===== config.mk =====
export PLATFORM = sky130hd
export DESIGN_NAME = ilpa_top
export DESIGN_NICKNAME = d
export VERILOG_FILES = /design/src/hdl/ilpa_pkg.sv /design/src/hdl/ilpa_top.sv
export SDC_FILE = /design/constraint.sdc
export NUM_CORES = 2
export LEC_CHECK = 0
export BUFFER_PORTS_ARGS = -buffer_cell sky130_fd_sc_hd__buf_2
export CORE_MARGIN = 2
export CORE_UTILIZATION = 40
export CTS_CLUSTER_DIAMETER = 150
export DETAILED_ROUTE_END_ITERATION = 8
export HOLD_SLACK_MARGIN = 0.02
export SLEW_MARGIN = 30
export SYNTH_ARGS = -nofsm -noshare
export SYNTH_HDL_FRONTEND = slang
export SYNTH_SLANG_ARGS = --single-unit

===== constraint.sdc =====
create_clock -name CLK_SYS_IN -period 90.2 [get_ports CLK_SYS_IN]
set_input_delay 27.06 -clock CLK_SYS_IN [delete_from_list [all_inputs] [get_ports CLK_SYS_IN]]
set_output_delay 27.06 -clock CLK_SYS_IN [all_outputs]
set_load 0.005 [all_outputs]

===== src/hdl/ilpa_pkg.sv =====
// Purpose: constants, register indices and carrier types for the level/priority/ack block
// Assumes: Avalon-MM word indices; byte address is four times the index
// Notes:   one controller instance with 63 request sources
// ****************************************************************
// package
// ****************************************************************
package ilpa_pkg;
    // source counts
    localparam int          NUM_SRC        = 64;       // index 0 is never a source
    localparam int          FIXED_LAST     = 7;        // sources 1..7 have fixed levels
    localparam int          NUM_FLAGS      = 13;       // locally held sticky flags
    // register word indices
    localparam logic [7:0]  IDX_ACK_LP     = 8'h00;
    localparam logic [7:0]  IDX_LVL_REQ    = 8'h01;
    localparam logic [7:0]  IDX_MASK_HI    = 8'h02;
    localparam logic [7:0]  IDX_MASK_LO    = 8'h03;
    localparam logic [7:0]  IDX_PEND_HI    = 8'h04;
    localparam logic [7:0]  IDX_PEND_LO    = 8'h05;
    localparam logic [7:0]  IDX_FLAG_STAT  = 8'h06;
    localparam logic [7:0]  IDX_FLAG_CLR   = 8'h07;
    localparam logic [7:0]  IDX_FLAG_EN    = 8'h08;
    localparam logic [7:0]  IDX_PIT_MOD    = 8'h09;
    localparam logic [1:0]  IDX_CTRL_PAGE  = 2'h1;     // indices 0x40..0x7f: per-source ctrl
    // reset values
    localparam logic [63:0] MASK_RESET     = 64'hffff_ffff_ffff_ffff;
    localparam logic [5:0]  CTRL_RESET     = 6'h00;    // level 0 means disabled
    localparam logic [12:0] FLAG_RESET     = 13'h0000;
    localparam logic [31:0] READ_ZERO      = 32'h0000_0000;
    // priority codes and ranking keys
    localparam logic [3:0]  PRIO_MIDPOINT  = 4'h8;     // reported for fixed-level sources
    localparam logic [3:0]  KEY_MIDPOINT   = 4'h4;     // ranks between codes 3 and 4
    localparam logic [2:0]  PRIO_SPLIT     = 3'h4;
    // flag positions inside the sticky flag register
    localparam int          FLG_DMA        = 0;
    localparam int          FLG_QSER       = 4;
    localparam int          FLG_GPT        = 5;
    localparam int          FLG_PIT        = 9;
    // source numbers
    localparam int          SRC_WDOG       = 8;
    localparam int          SRC_DMA        = 9;
    localparam int          SRC_UNUSED     = 16;
    localparam int          SRC_QSER       = 18;
    localparam int          SRC_GPT        = 19;
    localparam int          SRC_PIT        = 36;
    // per-source control byte
    typedef struct packed {
        logic [1:0] rsv;
        logic [2:0] level;
        logic [2:0] prio;
    } ilpa_ctrl_t;
    // acknowledge level/priority byte
    typedef struct packed {
        logic       rsv;
        logic [2:0] level;
        logic [3:0] prio;
    } ilpa_ack_lp_t;
endpackage


===== src/hdl/ilpa_top.sv =====
// Purpose: level/priority assignment and acknowledge handling of one interrupt controller
// Assumes: all inputs synchronous to CLK_SYS_IN; ack requests are one-cycle pulses
// Notes:   sticky flags of the watched peripheral sources are held here, with a level irq
//
// Overview of operation
// - ack returns vector of best pending source
// - ack answers vector; loads level/priority byte only if a source is found
// - ack byte read-only: rsv, level, priority
// - priority codes 0-7, 8 is midpoint
// - ctrl byte: level 5-3, priority 2-0
// - ctrl readable; only sources 8-63 writable
// - reset ctrl value means source disabled
// - priority 000 lowest, 111 highest
// - fixed sources use midpoint, read 000
// - source 8 is self-clearing watchdog timeout
// - sources 9-12 DMA done, write-one clears
// - source 18 queued serial, write-one clears
// - sources 19-22 timers, write-one clears
// - sources 36-39 periodic flags, two clears
// - per-level request bits, updated every cycle
// - mask bit one blocks request, pending raw
`timescale 1ns/100ps
module ilpa_top
    import ilpa_pkg::*;
#(
    parameter logic [7:0] VECTOR_BASE     = 8'h40,   // vector of source n is base plus n
    parameter logic [7:0] SPURIOUS_VECTOR = 8'h18    // answer when nothing qualifies
)(
    // clock and reset
    input  wire logic        CLK_SYS_IN,
    input  wire logic        RST_N_IN,
    // avalon-mm slave
    input  wire logic [7:0]  AVS_ADDRESS_IN,
    input  wire logic        AVS_READ_IN,
    input  wire logic        AVS_WRITE_IN,
    input  wire logic [31:0] AVS_WRITEDATA_IN,
    input  wire logic [3:0]  AVS_BYTEENABLE_IN,
    output logic      [31:0] AVS_READDATA_OUT,
    output logic             AVS_WAITREQUEST_OUT,
    // request sources
    input  wire logic [63:0] SRC_REQ_IN,
    input  wire logic        WDOG_TIMEOUT_IN,
    input  wire logic [3:0]  DMA_DONE_EVT_IN,
    input  wire logic        QSER_EVT_IN,
    input  wire logic [3:0]  GPT_EVT_IN,
    input  wire logic [3:0]  PIT_EVT_IN,
    // acknowledge port
    input  wire logic        INTERRUPT_ACKNOWLEDGE_CYCLE_REQ_IN,
    input  wire logic [2:0]  INTERRUPT_ACKNOWLEDGE_CYCLE_LEVEL_IN,
    output logic      [7:0]  INTERRUPT_ACKNOWLEDGE_CYCLE_VECTOR_OUT,
    output logic             INTERRUPT_ACKNOWLEDGE_CYCLE_DONE_OUT,
    // request outputs
    output logic      [7:0]  LEVEL_REQ_OUT,
    output logic             IRQ_OUT
);

    // ****************************************************************
    // elaboration checks
    // ****************************************************************
    if (int'(VECTOR_BASE) + NUM_SRC - 1 > 255)
    begin : g_bad_base
        $error("vector base leaves no room for 63 sources");
    end

    // ****************************************************************
    // declarations
    // ****************************************************************
    logic               waitreq;                 // bus wait flop, high while idle
    logic [31:0]        rdata;                   // registered read data
    logic [63:0]        mask;                    // source mask, bit 0 is mask-all
    logic [12:0]        flag;                    // sticky peripheral flags
    logic [12:0]        flag_en;                 // flag interrupt enables
    ilpa_ack_lp_t       ack_lp;                  // acknowledged level/priority
    logic [7:0]         interrupt_acknowledge_cycle_vec;                // acknowledge vector flop
    logic               interrupt_acknowledge_cycle_done;               // acknowledge answer pulse
    logic [7:0]         lvl_req;                 // per-level request flop
    logic               irq;                     // interrupt output flop
    logic [5:0]         ctrl_rd [NUM_SRC];       // per-source ctrl as read
    logic [3:0]         key     [NUM_SRC];       // ranking key per source
    logic [NUM_SRC-1:0] elig;                    // candidates for this ack
    logic [7:0]         lvl_hot [NUM_SRC];       // one-hot level per active source
    logic [63:0]        req_raw;                 // raw request per source
    logic [63:0]        eff_mask;                // mask after mask-all
    logic [63:0]        active;                  // unmasked pending sources
    logic [7:0]         next_lvl_req;
    logic [12:0]        next_flag;
    logic [5:0]         best_src;
    logic [3:0]         best_key;
    logic               found;
    logic [31:0]        rd_mux;

    // ****************************************************************
    // bus decode
    // ****************************************************************
    wire        bus_req   = AVS_READ_IN | AVS_WRITE_IN;
    wire        acc       = bus_req & ~waitreq;          // edge at which access completes
    wire        wr_acc    = acc & AVS_WRITE_IN;
    wire        ctrl_hit  = (AVS_ADDRESS_IN[7:6] == IDX_CTRL_PAGE);
    wire [5:0]  ctrl_sel  = AVS_ADDRESS_IN[5:0];
    wire        wr_mhi    = wr_acc & (AVS_ADDRESS_IN == IDX_MASK_HI);
    wire        wr_mlo    = wr_acc & (AVS_ADDRESS_IN == IDX_MASK_LO);
    wire        wr_fclr   = wr_acc & (AVS_ADDRESS_IN == IDX_FLAG_CLR);
    wire        wr_fen    = wr_acc & (AVS_ADDRESS_IN == IDX_FLAG_EN);
    wire        wr_pmod   = wr_acc & (AVS_ADDRESS_IN == IDX_PIT_MOD);

    // byte-lane merge for the wide registers
    function automatic logic [31:0] be_merge(input logic [31:0] old_v,
                                             input logic [31:0] new_v,
                                             input logic [3:0]  be);
        logic [31:0] res;
        res = old_v;
        for (int b = 0; b < 4; b++)
        begin
            if (be[b])
            begin
                res[8*b +: 8] = new_v[8*b +: 8];
            end
        end
        return res;
    endfunction

    // ****************************************************************
    // request sources
    // ****************************************************************
    // flag sources replace their raw lines; the peripheral only pulses events
    always_comb
    begin
        req_raw                   = SRC_REQ_IN;
        req_raw[0]                = 1'b0;                       // no source zero
        req_raw[SRC_WDOG]         = WDOG_TIMEOUT_IN;
        req_raw[SRC_DMA  +: 4]    = flag[FLG_DMA +: 4];
        req_raw[SRC_QSER]         = flag[FLG_QSER];
        req_raw[SRC_GPT  +: 4]    = flag[FLG_GPT +: 4];
        req_raw[SRC_PIT  +: 4]    = flag[FLG_PIT +: 4];
        req_raw[SRC_UNUSED]       = 1'b0;
    end

    // mask-all forces every source masked without touching the stored bits
    assign eff_mask = mask | {64{mask[0]}};
    assign active   = req_raw & ~eff_mask;

    // sticky flags: an event in the clearing cycle wins over the clear
    wire [12:0] flag_evt = {PIT_EVT_IN, GPT_EVT_IN, QSER_EVT_IN, DMA_DONE_EVT_IN};
    wire [12:0] flag_clr = (wr_fclr ? AVS_WRITEDATA_IN[12:0] : 13'h0000)
                         | (wr_pmod ? {AVS_WRITEDATA_IN[3:0], 9'h000} : 13'h0000);
    assign next_flag = (flag & ~flag_clr) | flag_evt;

    // ****************************************************************
    // per-source control and ranking
    // ****************************************************************
    genvar s;
    for (s = 0; s < NUM_SRC; s++)
    begin : g_src
        if (s <= FIXED_LAST)
        begin : g_fixed
            // fixed sources sit at their own level and read priority 000
            assign ctrl_rd[s] = {3'(s), 3'h0};
            assign key[s]     = KEY_MIDPOINT;
        end
        else
        begin : g_prog
            logic [5:0] ctrl;                                   // level and priority bits
            wire        wr_me = wr_acc & ctrl_hit & (ctrl_sel == 6'(s))
                              & AVS_BYTEENABLE_IN[0];
            // reserved bits 7..6 are not stored and read as zero
            always_ff @(posedge CLK_SYS_IN or negedge RST_N_IN)
            begin
                if (!RST_N_IN)
                    ctrl <= CTRL_RESET;
                else if (wr_me)
                    ctrl <= AVS_WRITEDATA_IN[5:0];
            end
            assign ctrl_rd[s] = ctrl;
            // codes above 3 step past the midpoint slot
            assign key[s] = {1'b0, ctrl[2:0]}
                          + ((ctrl[2:0] >= PRIO_SPLIT) ? 4'h1 : 4'h0);
        end
        // a source at level 0 can neither request nor be acknowledged
        assign elig[s]    = active[s] & (ctrl_rd[s][5:3] == INTERRUPT_ACKNOWLEDGE_CYCLE_LEVEL_IN)
                          & (ctrl_rd[s][5:3] != 3'h0);
        assign lvl_hot[s] = active[s] ? (8'h01 << ctrl_rd[s][5:3]) : 8'h00;
    end

    // highest key among candidates; unique pairs make ties impossible
    always_comb
    begin
        found    = 1'b0;
        best_key = 4'h0;
        best_src = 6'h00;
        for (int i = 1; i < NUM_SRC; i++)
        begin
            if (elig[i] && (!found || key[i] > best_key))
            begin
                found    = 1'b1;
                best_key = key[i];
                best_src = 6'(i);
            end
        end
    end

    // per-level request: level 0 is never driven
    always_comb
    begin
        next_lvl_req = 8'h00;
        for (int i = 1; i < NUM_SRC; i++)
        begin
            next_lvl_req = next_lvl_req | lvl_hot[i];
        end
        next_lvl_req[0] = 1'b0;
    end

    // ****************************************************************
    // read mux
    // ****************************************************************
    assign rd_mux = ctrl_hit                         ? {26'h0, ctrl_rd[ctrl_sel]} :
                    (AVS_ADDRESS_IN == IDX_ACK_LP)    ? {24'h0, ack_lp}          :
                    (AVS_ADDRESS_IN == IDX_LVL_REQ)   ? {24'h0, lvl_req}         :
                    (AVS_ADDRESS_IN == IDX_MASK_HI)   ? mask[63:32]              :
                    (AVS_ADDRESS_IN == IDX_MASK_LO)   ? mask[31:0]               :
                    (AVS_ADDRESS_IN == IDX_PEND_HI)   ? req_raw[63:32]           :
                    (AVS_ADDRESS_IN == IDX_PEND_LO)   ? req_raw[31:0]            :
                    (AVS_ADDRESS_IN == IDX_FLAG_STAT) ? {19'h0, flag}            :
                    (AVS_ADDRESS_IN == IDX_FLAG_EN)   ? {19'h0, flag_en}         :
                                                        READ_ZERO;  // unmapped, write-only

    // ****************************************************************
    // bus slave flops
    // ****************************************************************
    // one wait cycle per access; read data is caught on the wait cycle
    always_ff @(posedge CLK_SYS_IN or negedge RST_N_IN)
    begin
        if (!RST_N_IN)
        begin
            waitreq <= 1'b1;
            rdata   <= READ_ZERO;
        end
        else
        begin
            waitreq <= ~(bus_req & waitreq);
            if (AVS_READ_IN && waitreq)
                rdata <= rd_mux;
        end
    end

    // mask, enables and flags
    always_ff @(posedge CLK_SYS_IN or negedge RST_N_IN)
    begin
        if (!RST_N_IN)
        begin
            mask    <= MASK_RESET;
            flag    <= FLAG_RESET;
            flag_en <= FLAG_RESET;
        end
        else
        begin
            if (wr_mhi)
                mask[63:32] <= be_merge(mask[63:32], AVS_WRITEDATA_IN, AVS_BYTEENABLE_IN);
            if (wr_mlo)
                mask[31:0]  <= be_merge(mask[31:0], AVS_WRITEDATA_IN, AVS_BYTEENABLE_IN);
            if (wr_fen)
                flag_en     <= AVS_WRITEDATA_IN[12:0];
            flag <= next_flag;
        end
    end

    // ****************************************************************
    // acknowledge and request outputs
    // ****************************************************************
    // the ack byte only moves on an acknowledge that finds a source
    always_ff @(posedge CLK_SYS_IN or negedge RST_N_IN)
    begin
        if (!RST_N_IN)
        begin
            ack_lp    <= '0;
            interrupt_acknowledge_cycle_vec  <= 8'h00;
            interrupt_acknowledge_cycle_done <= 1'b0;
            lvl_req   <= 8'h00;
            irq       <= 1'b0;
        end
        else
        begin
            interrupt_acknowledge_cycle_done <= INTERRUPT_ACKNOWLEDGE_CYCLE_REQ_IN;
            if (INTERRUPT_ACKNOWLEDGE_CYCLE_REQ_IN)
                interrupt_acknowledge_cycle_vec <= found ? (VECTOR_BASE + {2'h0, best_src}) : SPURIOUS_VECTOR;
            if (INTERRUPT_ACKNOWLEDGE_CYCLE_REQ_IN && found)
            begin
                ack_lp.rsv   <= 1'b0;
                ack_lp.level <= INTERRUPT_ACKNOWLEDGE_CYCLE_LEVEL_IN;
                ack_lp.prio  <= (best_src <= 6'(FIXED_LAST)) ? PRIO_MIDPOINT
                                : {1'b0, ctrl_rd[best_src][2:0]};
            end
            lvl_req <= next_lvl_req;
            irq     <= |(next_flag & flag_en);
        end
    end

    assign AVS_READDATA_OUT    = rdata;
    assign AVS_WAITREQUEST_OUT = waitreq;
    assign INTERRUPT_ACKNOWLEDGE_CYCLE_VECTOR_OUT     = interrupt_acknowledge_cycle_vec;
    assign INTERRUPT_ACKNOWLEDGE_CYCLE_DONE_OUT       = interrupt_acknowledge_cycle_done;
    assign LEVEL_REQ_OUT       = lvl_req;
    assign IRQ_OUT             = irq;
endmodule // ilpa_top


======== After elaboration in Yosys (flattened, before gate mapping) ========
Index checks and enable logic that the tools add are counted.
operators by class
  reduce and logical (&&, ||, !) cells .... 254
  eq/ne operators ......................... 129
  magnitude comparators ................... 121
  mux-type cells .......................... 326
  shift operators ......................... 56
  divide/modulo/power cells ............... 0
  bitwise operators ....................... 315
  add/subtract/negate cells ............... 57
  $mul .................................... 0
operator list
  cell                                                       number
  two-way mux 8 bit                                          58
  OR 8 bit                                                   56
  << shifter 1 x 3 -> 8 bit (first input constant)           56
  two-way mux 6 bit                                          61
  bitwise AND 1 bit                                          240
  two-way mux 4 bit                                          59
  adder 3 x 1 -> 4 bit                                       56
  greater-than comparator 4 bit                              56
  two-way mux 32 bit                                         7
  equality test 6 bit (second input constant)                32
  equality test 3 bit                                        56
  greater-or-equal comparator 3 bit (second input constant)  56
  nonzero test 3 bit                                         56
  two-way mux 1 bit                                          120
  equality test 6 x 5 -> 1 bit (second input constant)       16
  binary-select mux 6 bit (select 6 bit)                     2
  bitwise AND 64 bit                                         1
  logical AND 1 bit                                          64
  inverter 64 bit                                            1
  OR 64 bit                                                  1
  logical NOT 1 bit                                          62
  logical OR 1 bit                                           62
  two-way mux 13 bit                                         4
  equality test 6 x 4 -> 1 bit (second input constant)       8
  32 further kinds                                           68
storage, ports and cells
  memories kept ........................... 0
  RAM bits ................................ 0
  bits of input ports ..................... 130
  word-level logic and storage cells ...... 1332
  bits in read-only memories .............. 0
  latch bits .............................. 0
  flip-flop bits (word level) ............. 483

======== Longest topological paths before layout ========
  depth in word-level cells ............... 258
  gate-level depth with buffers ........... 575
  gate-level depth less buffers ........... 542

======== Least setup slack after synthesis ========
OpenSTA, ideal clock, no wires.
  kind .................................... input port to flip-flop
  start point ............................. input INTERRUPT_ACKNOWLEDGE_CYCLE_LEVEL_IN[2]
  end point ............................... register ack_lp[0] (netlist name)
  library setup time ...................... 138 ps
  data arrival time ....................... 114854 ps
  slack ................................... -24792 ps
  cell stages on the path ................. 541
  buffers on the path ..................... 34
  data required time ...................... 90062 ps
  cells stage by stage .................... inv_1 > mux4_2 > a211o_1 > inv_1 > ha_1 > nor3b_1 > o21ai_0 > a21boi_0 > o22a_1 > ha_1 > nand2_1 > o21ai_0 > a22oi_1 > nor2_1 > a22oi_1 > ha_1 > nor2b_1 > o21a_1 > [... 505 more ...] > o22a_1 > clkbuf_1 > mux2_2 > ha_1 > nor2b_1 > o21ai_0 > nand2b_1 > a21oi_1 > a41o_1 > o221ai_1 > nor2_1 > o21a_1 > buf_2 > clkbuf_1 > nand2_1 > a22o_1 > o311ai_1 > o211ai_1
between the ends
  cells in the longest elaborated chain, start to end .. 256
  elaborated cells on any way between the ends .. 625
ends and longest elaborated chain
  element                                                             RTL line         source
  from (decl)                                                         ilpa_top.sv:49   input wire logic [2:0] INTERRUPT_ACKNOWLEDGE_CYCLE_LEVEL_IN,
  equality test 1 x 3 -> 1 bit                                        ilpa_top.sv:179  assign elig[s] = active[s] & (ctrl_rd[s][5:3] == INTERRUPT_ACKNOWLEDGE_CYCLE_LEVEL_IN)
  bitwise AND 1 bit                                                   ilpa_top.sv:179
  two-way mux 3 bit or two-way mux 1 bit (tied branches)              ilpa_top.sv:192  if (elig[i] && (!found || key[i] > best_key))
  greater-than comparator 3 bit or logical NOT 1 bit (tied branches)  ilpa_top.sv:192
  logical OR 1 bit                                                    ilpa_top.sv:192
  logical AND 1 bit                                                   ilpa_top.sv:192
  two-way mux 3 bit or two-way mux 1 bit (tied branches)              ilpa_top.sv:192
  greater-than comparator 3 bit or logical NOT 1 bit (tied branches)  ilpa_top.sv:192
  [... 239 more ...]                                                  n/a
  greater-than comparator 4 bit or logical NOT 1 bit (tied branches)  ilpa_top.sv:192
  logical OR 1 bit                                                    ilpa_top.sv:192
  logical AND 1 bit                                                   ilpa_top.sv:192
  two-way mux 6 bit                                                   ilpa_top.sv:192
  inverter 6 -> 7 bit (not written as such)                           ilpa_top.sv:290  : {1'b0, ctrl_rd[best_src][2:0]};
  binary-select mux 6 bit (select 6 bit)                              ilpa_top.sv:290
  two-way mux 3 bit (not written as such) (2 in a row)                ilpa_top.sv:290
  two-way mux 4 bit                                                   ilpa_top.sv:289  ack_lp.prio <= (best_src <= 6'(FIXED_LAST)) ? PRIO_MIDPOINT
  to (decl)                                                           ilpa_top.sv:73   ilpa_ack_lp_t ack_lp;
Several ways; a longest one is shown, not always the timed one. The select of a mux whose other input is x is not followed.
A chain may end at the register's enable or synchronous reset.

======== Worst setup path in the final report ========
Ends and elaborated chain as after synthesis.

==> metrics.txt <==
# TYPE chip_impl_metric gauge
chip_impl_metric{name="p_leak",unit="nW"} 27.3
chip_impl_info{name="path_type_of_the_worst_min_delay_path",value="register to register"} 1
chip_impl_metric{name="synth.ff_latch_count",unit=""} 482
chip_impl_metric{name="cts_buffers",unit=""} 54
chip_impl_metric{name="detailedRoute.firstIterationViolations",unit=""} 5242
chip_impl_metric{name="finalCriticalPeriod",unit="ns"} 109.76
chip_impl_metric{name="power.density",unit="nW/um2"} 11.8
chip_impl_metric{name="overall_die_area",unit="um2"} 114000
chip_impl_metric{name="num_rows",unit=""} 122
chip_impl_metric{name="setup-violations-final",unit=""} 10
chip_impl_metric{name="achievable-frequency",unit="GHz"} 0.00911
chip_impl_metric{name="timing.final.ws_setup",unit="ns"} -19.56
chip_impl_metric{name="grt_remaining_overflow",unit=""} 0
chip_impl_metric{name="synthesis.area",unit="um2"} 44700
chip_impl_metric{name="route.detailed.wl_per_inst",unit="um"} 31.4
chip_impl_info{name="rsz0062_at_grt",value="true"} 1
chip_impl_metric{name="port-buffer-count",unit=""} 162
chip_impl_metric{name="postRouteAntennaNets",unit=""} 0
chip_impl_info{name="clock_root_cell",value="clkbuf_16"} 1
chip_impl_metric{name="drt-vias-per-instance",unit=""} 6.41
chip_impl_metric{name="io_pins",unit=""} 181
chip_impl_metric{name="totalPowerFinal",unit="uW"} 698
chip_impl_metric{name="cp.arrival",unit="ns"} 110.28
chip_impl_info{name="min-delay-start",value="AVS_READDATA_OUT[26]"} 1
chip_impl_metric{name="fraction_of_registers_with_async_set_reset",unit="%"} 100
chip_impl_metric{name="holdBufCountCts",unit=""} 0
chip_impl_metric{name="post-route-drc-count",unit=""} 0
chip_impl_metric{name="finalHoldViolCount",unit=""} 0
chip_impl_info{name="regToRegStartpoint",value="mask[6]"} 1
chip_impl_metric{name="path_buf_inv",unit=""} 92
chip_impl_metric{name="critical_path_required",unit="ns"} 90.73
chip_impl_info{name="failed_checks",value="setup timing"} 1
chip_impl_metric{name="worst_setup_hold_path_clk_slew",unit="ns"} 0.06
chip_impl_metric{name="detailroute.via_count",unit=""} 47100
chip_impl_metric{name="largest_net_degree_at_the_start_of_global_routing",unit=""} 165
chip_impl_metric{name="multi_input_area",unit="um2"} 33700
chip_impl_metric{name="drive_gt1_share",unit="%"} 42.1
chip_impl_metric{name="seq_cell_area",unit="um2"} 12100
chip_impl_info{name="worstSetupStartpoint",value="INTERRUPT_ACKNOWLEDGE_CYCLE_LEVEL_IN[2]"} 1
chip_impl_metric{name="nFillCells",unit=""} 9860
chip_impl_metric{name="clk-insertion-delay-late",unit="ns"} 0.67
chip_impl_metric{name="gp_congestion",unit=""} 1.09
chip_impl_metric{name="post-synth-top-area-fraction",unit="%"} 23.4
chip_impl_metric{name="chipWidth",unit="um"} 338
chip_impl_info{name="critical_path.slowest_cell",value="mux4_2"} 1
chip_impl_metric{name="avgSynthCellArea",unit="um2"} 9.13
chip_impl_metric{name="grt_first_pass_wirelength",unit="um"} 323000
chip_impl_info{name="critical-path-top-delay-family",value="compound AO/OA/AOI/OAI gates"} 1
chip_impl_metric{name="place_hpwl",unit="um"} 179000
chip_impl_metric{name="synth-seq-area-share",unit="%"} 27.2
chip_impl_metric{name="chipHeight",unit="um"} 338
chip_impl_metric{name="final_max_slew_viol_count",unit=""} 0
chip_impl_metric{name="wirelength",unit="um"} 230000
chip_impl_info{name="synth_top_cells_by_area",value="dfrtp_1 23%, mux2_2 11%, ha_1 9.2%, mux4_2 5.6%, dfstp_2 3.8%"} 1
chip_impl_metric{name="fin_tns_setup",unit="ns"} -190.97
chip_impl_metric{name="layout.nets",unit=""} 6253
chip_impl_info{name="timing.critical_path.to_type",value="register"} 1
chip_impl_metric{name="grt_util_all_layers",unit="%"} 38.5
chip_impl_metric{name="layout_worst_path_cycle_share",unit="%"} 122
chip_impl_metric{name="cts_buffer_depth",unit=""} 3
chip_impl_info{name="tritoncts",value="done"} 1
chip_impl_metric{name="initial_core_util",unit="%"} 40.4
chip_impl_metric{name="max_cap_viol_count",unit=""} 0
chip_impl_metric{name="drt_pass1_iterations",unit=""} 6
chip_impl_metric{name="hold_ws",unit="ns"} 0.480
chip_impl_info{name="ys_dominant_reg_cell",value="dfrtp_1"} 1
chip_impl_metric{name="synth_warnings",unit=""} 0
chip_impl_metric{name="max-vdd-ir-drop",unit="mV"} 0.0143
chip_impl_metric{name="number_of_synthesized_flops_with_an_enable_pin",unit=""} 0
chip_impl_info{name="yosysTopAreaCell",value="dfrtp_1"} 1
chip_impl_metric{name="synth_cell_type_count",unit=""} 113
chip_impl_metric{name="cts_htree_levels",unit=""} 2
chip_impl_metric{name="max-slew-margin-rel",unit="%"} 19.9
chip_impl_metric{name="post_synth_inst_count",unit=""} 4892
chip_impl_metric{name="worst-slew-pin-transition",unit="ns"} 1.19
chip_impl_metric{name="finalClockSkew",unit="ns"} 0.0340
chip_impl_metric{name="tritoncts_num_sinks",unit=""} 482
chip_impl_metric{name="number_of_global_route_vias_before_repair",unit=""} 45200
chip_impl_metric{name="largest_stage_delay_worst_path",unit="ns"} 0.54
chip_impl_info{name="path_common_cell",value="buf_4"} 1
chip_impl_metric{name="core-area",unit="um2"} 111000
chip_impl_metric{name="reg2reg_setup_slack",unit="ns"} 6.53
chip_impl_info{name="worst_setup_path_start_kind",value="primary input"} 1
chip_impl_metric{name="critPathMaxFanout",unit=""} 8
chip_impl_info{name="setup.worst_path.class",value="primary input to register"} 1
chip_impl_info{name="run_status",value="finished, violations left"} 1
chip_impl_metric{name="areaGrowthSynthToFinish",unit="%"} 32.9
chip_impl_metric{name="antenna_found_initial",unit=""} 16
==> cells in the final DEF, fill, tap and decap left out, types with 54 or more instances in the layout <==
master       n
nor2_1     201
and3_1      79
buf_2      154
o22ai_1     54
a21oi_2     68
xor2_1      71
mux2i_1     55
buf_6       57
o21ai_1     59
nand3_1    143
nor3b_1    110
inv_1      170
dfstp_2     64
nand3b_1    55
clkbuf_16   56
ha_1       258
mux2_2     437
ha_4        54
mux4_2     112
nor3_1     114
xnor2_1     95
nor2b_1     57
a21oi_1    113
buf_4      925
nand2_1    418
dfrtp_1    417
nand2b_1   115
o21ai_0     84
==> Yosys cell counts (30+ instances only) <==
cell type,count
xnor2_1,95
a31oi_1,51
dfstp_2,65
dfrtp_1,417
buf_1,42
mux4_2,112
nand4_1,53
mux2_2,455
and3_1,82
clkbuf_1,214
a21o_1,34
inv_1,187
xor2_1,71
a221oi_1,30
and2_1,39
nor3b_1,119
a21oi_1,185
nand3b_1,55
nor2b_1,93
nand3_1,149
mux2i_1,69
o211ai_1,38
nor3_1,127
o21a_1,51
o22ai_1,61
nor4_1,49
o31ai_1,44
o21ai_0,192
nand2b_1,119
nand2_1,450
nor2_1,238
ha_1,327
buf_2,40
==> area by class of cell <==
| cell class | instances | share of cell area, % |
|---|---|---|
| antenna | 11 | 0.0464 |
| clock buffer | 83 | 2.66 |
| clock inverter | 18 | 0.415 |
| inverter | 190 | 1.22 |
| multi-input combinational | 3898 | 56.8 |
| sequential | 482 | 20.5 |
| tap | 1488 | 3.14 |
| timing repair buffer | 1170 | 15.2 |
==> stage by stage <==
step / cell area (um2) / setup slack [ns] / cells / util (%)
6_report: 59400 / -19.56 / 7340 / 53.6
5_1_grt: 59300 / -23.58 / 7329 / 53.6
4_1_cts: 57500 / -18.01 / 7246 / 52.0
3_5_place_dp: 52200 / -22.61 / 6888 / 47.1
3_3_place_gp: 52100 / -21.82 / 6888 / 47.1
2_1_floorplan: 45900 / -16.28 / 4893 / -
==> cells by family (layout without fill, tap and decap cells) <==
family	after synthesis	count (layout)	share of synthesized area, %
AND/OR/NAND/NOR	1711	1711	20.4
AO/OA/AOI/OAI	1055	1055	16.6
multiplexers	637	637	18.7
buffers and inverters	513	1461	4.69
flip-flops	482	482	27.2
adder cells (fa/ha/maj)	327	327	9.16
XOR/XNOR	166	166	3.25
other	1	13	0.00839
==> where the power goes <==
group / switching, mW / total (mW) / leakage, nW / internal [mW]
Clock: 0.0990 / 0.234 / 0.892 / 0.135
Combinational: 0.124 / 0.233 / 20.1 / 0.108
Sequential: 0.00971 / 0.231 / 6.31 / 0.221
Total: 0.233 / 0.698 / 27.3 / 0.465
==> per-layer routing <==
| layer | share of wire [%] | vias up | global-route usage [%] | wire [um] |
|---|---|---|---|---|
| met2 | 43 | 2611 | 59.4 | 100000 |
| met5 | 0.030 | - | 0 | 69 |
| met1 | 39 | 23500 | 49.0 | 90600 |
| li1 | - | 20200 | - | - |
| met4 | 7.7 | 10 | 23.5 | 17700 |
| met3 | 9.4 | 696 | 8.73 | 21700 |
==> sequential cells by signal, summed over array words and instances, names as in the netlist <==
signal                                  cells
AVS_READDATA_OUT                           32
INTERRUPT_ACKNOWLEDGE_CYCLE_DONE_OUT        1
flag_en                                    13
LEVEL_REQ_OUT                               7
g_src.g_prog.ctrl                         336
AVS_WAITREQUEST_OUT                         1
INTERRUPT_ACKNOWLEDGE_CYCLE_VECTOR_OUT      7
flag                                       13
mask                                       64
ack_lp                                      7
IRQ_OUT                                     1
==> timing repair <==
action                     in CTS  in global routing
buffers inserted              257                 86
pin swaps                     209                214
cloned                          3                  0
setup endpoints to repair      10                 10
resized for setup             319                248
==> worst register-to-register path, delay by kind of cell, from the launching register on <==
| kind | cells | cell delay, ns |
|---|---|---|
| fa+ha+maj | 51 | 13.27 |
| simple gates | 130 | 17.20 |
| buf+inv | 90 | 11.63 |
| compound gates | 236 | 36.38 |
| mux | 16 | 4.62 |
| flops | 1 | 0.38 |
==> final timing paths <==
path | endpoint | depth (start not counted)
worst max-delay path | ack_lp[0] | 524
worst min-delay path | AVS_READDATA_OUT[26] | 2
worst max register to register | ack_lp[0] | 523
worst min register to register | AVS_READDATA_OUT[26] | 2
max in group asynchronous | g_src[56].g_prog.ctrl[1] | 5
min in group asynchronous | g_src[10].g_prog.ctrl[1] | 1
No activity file was read; power rests on OpenSTA's default activity.
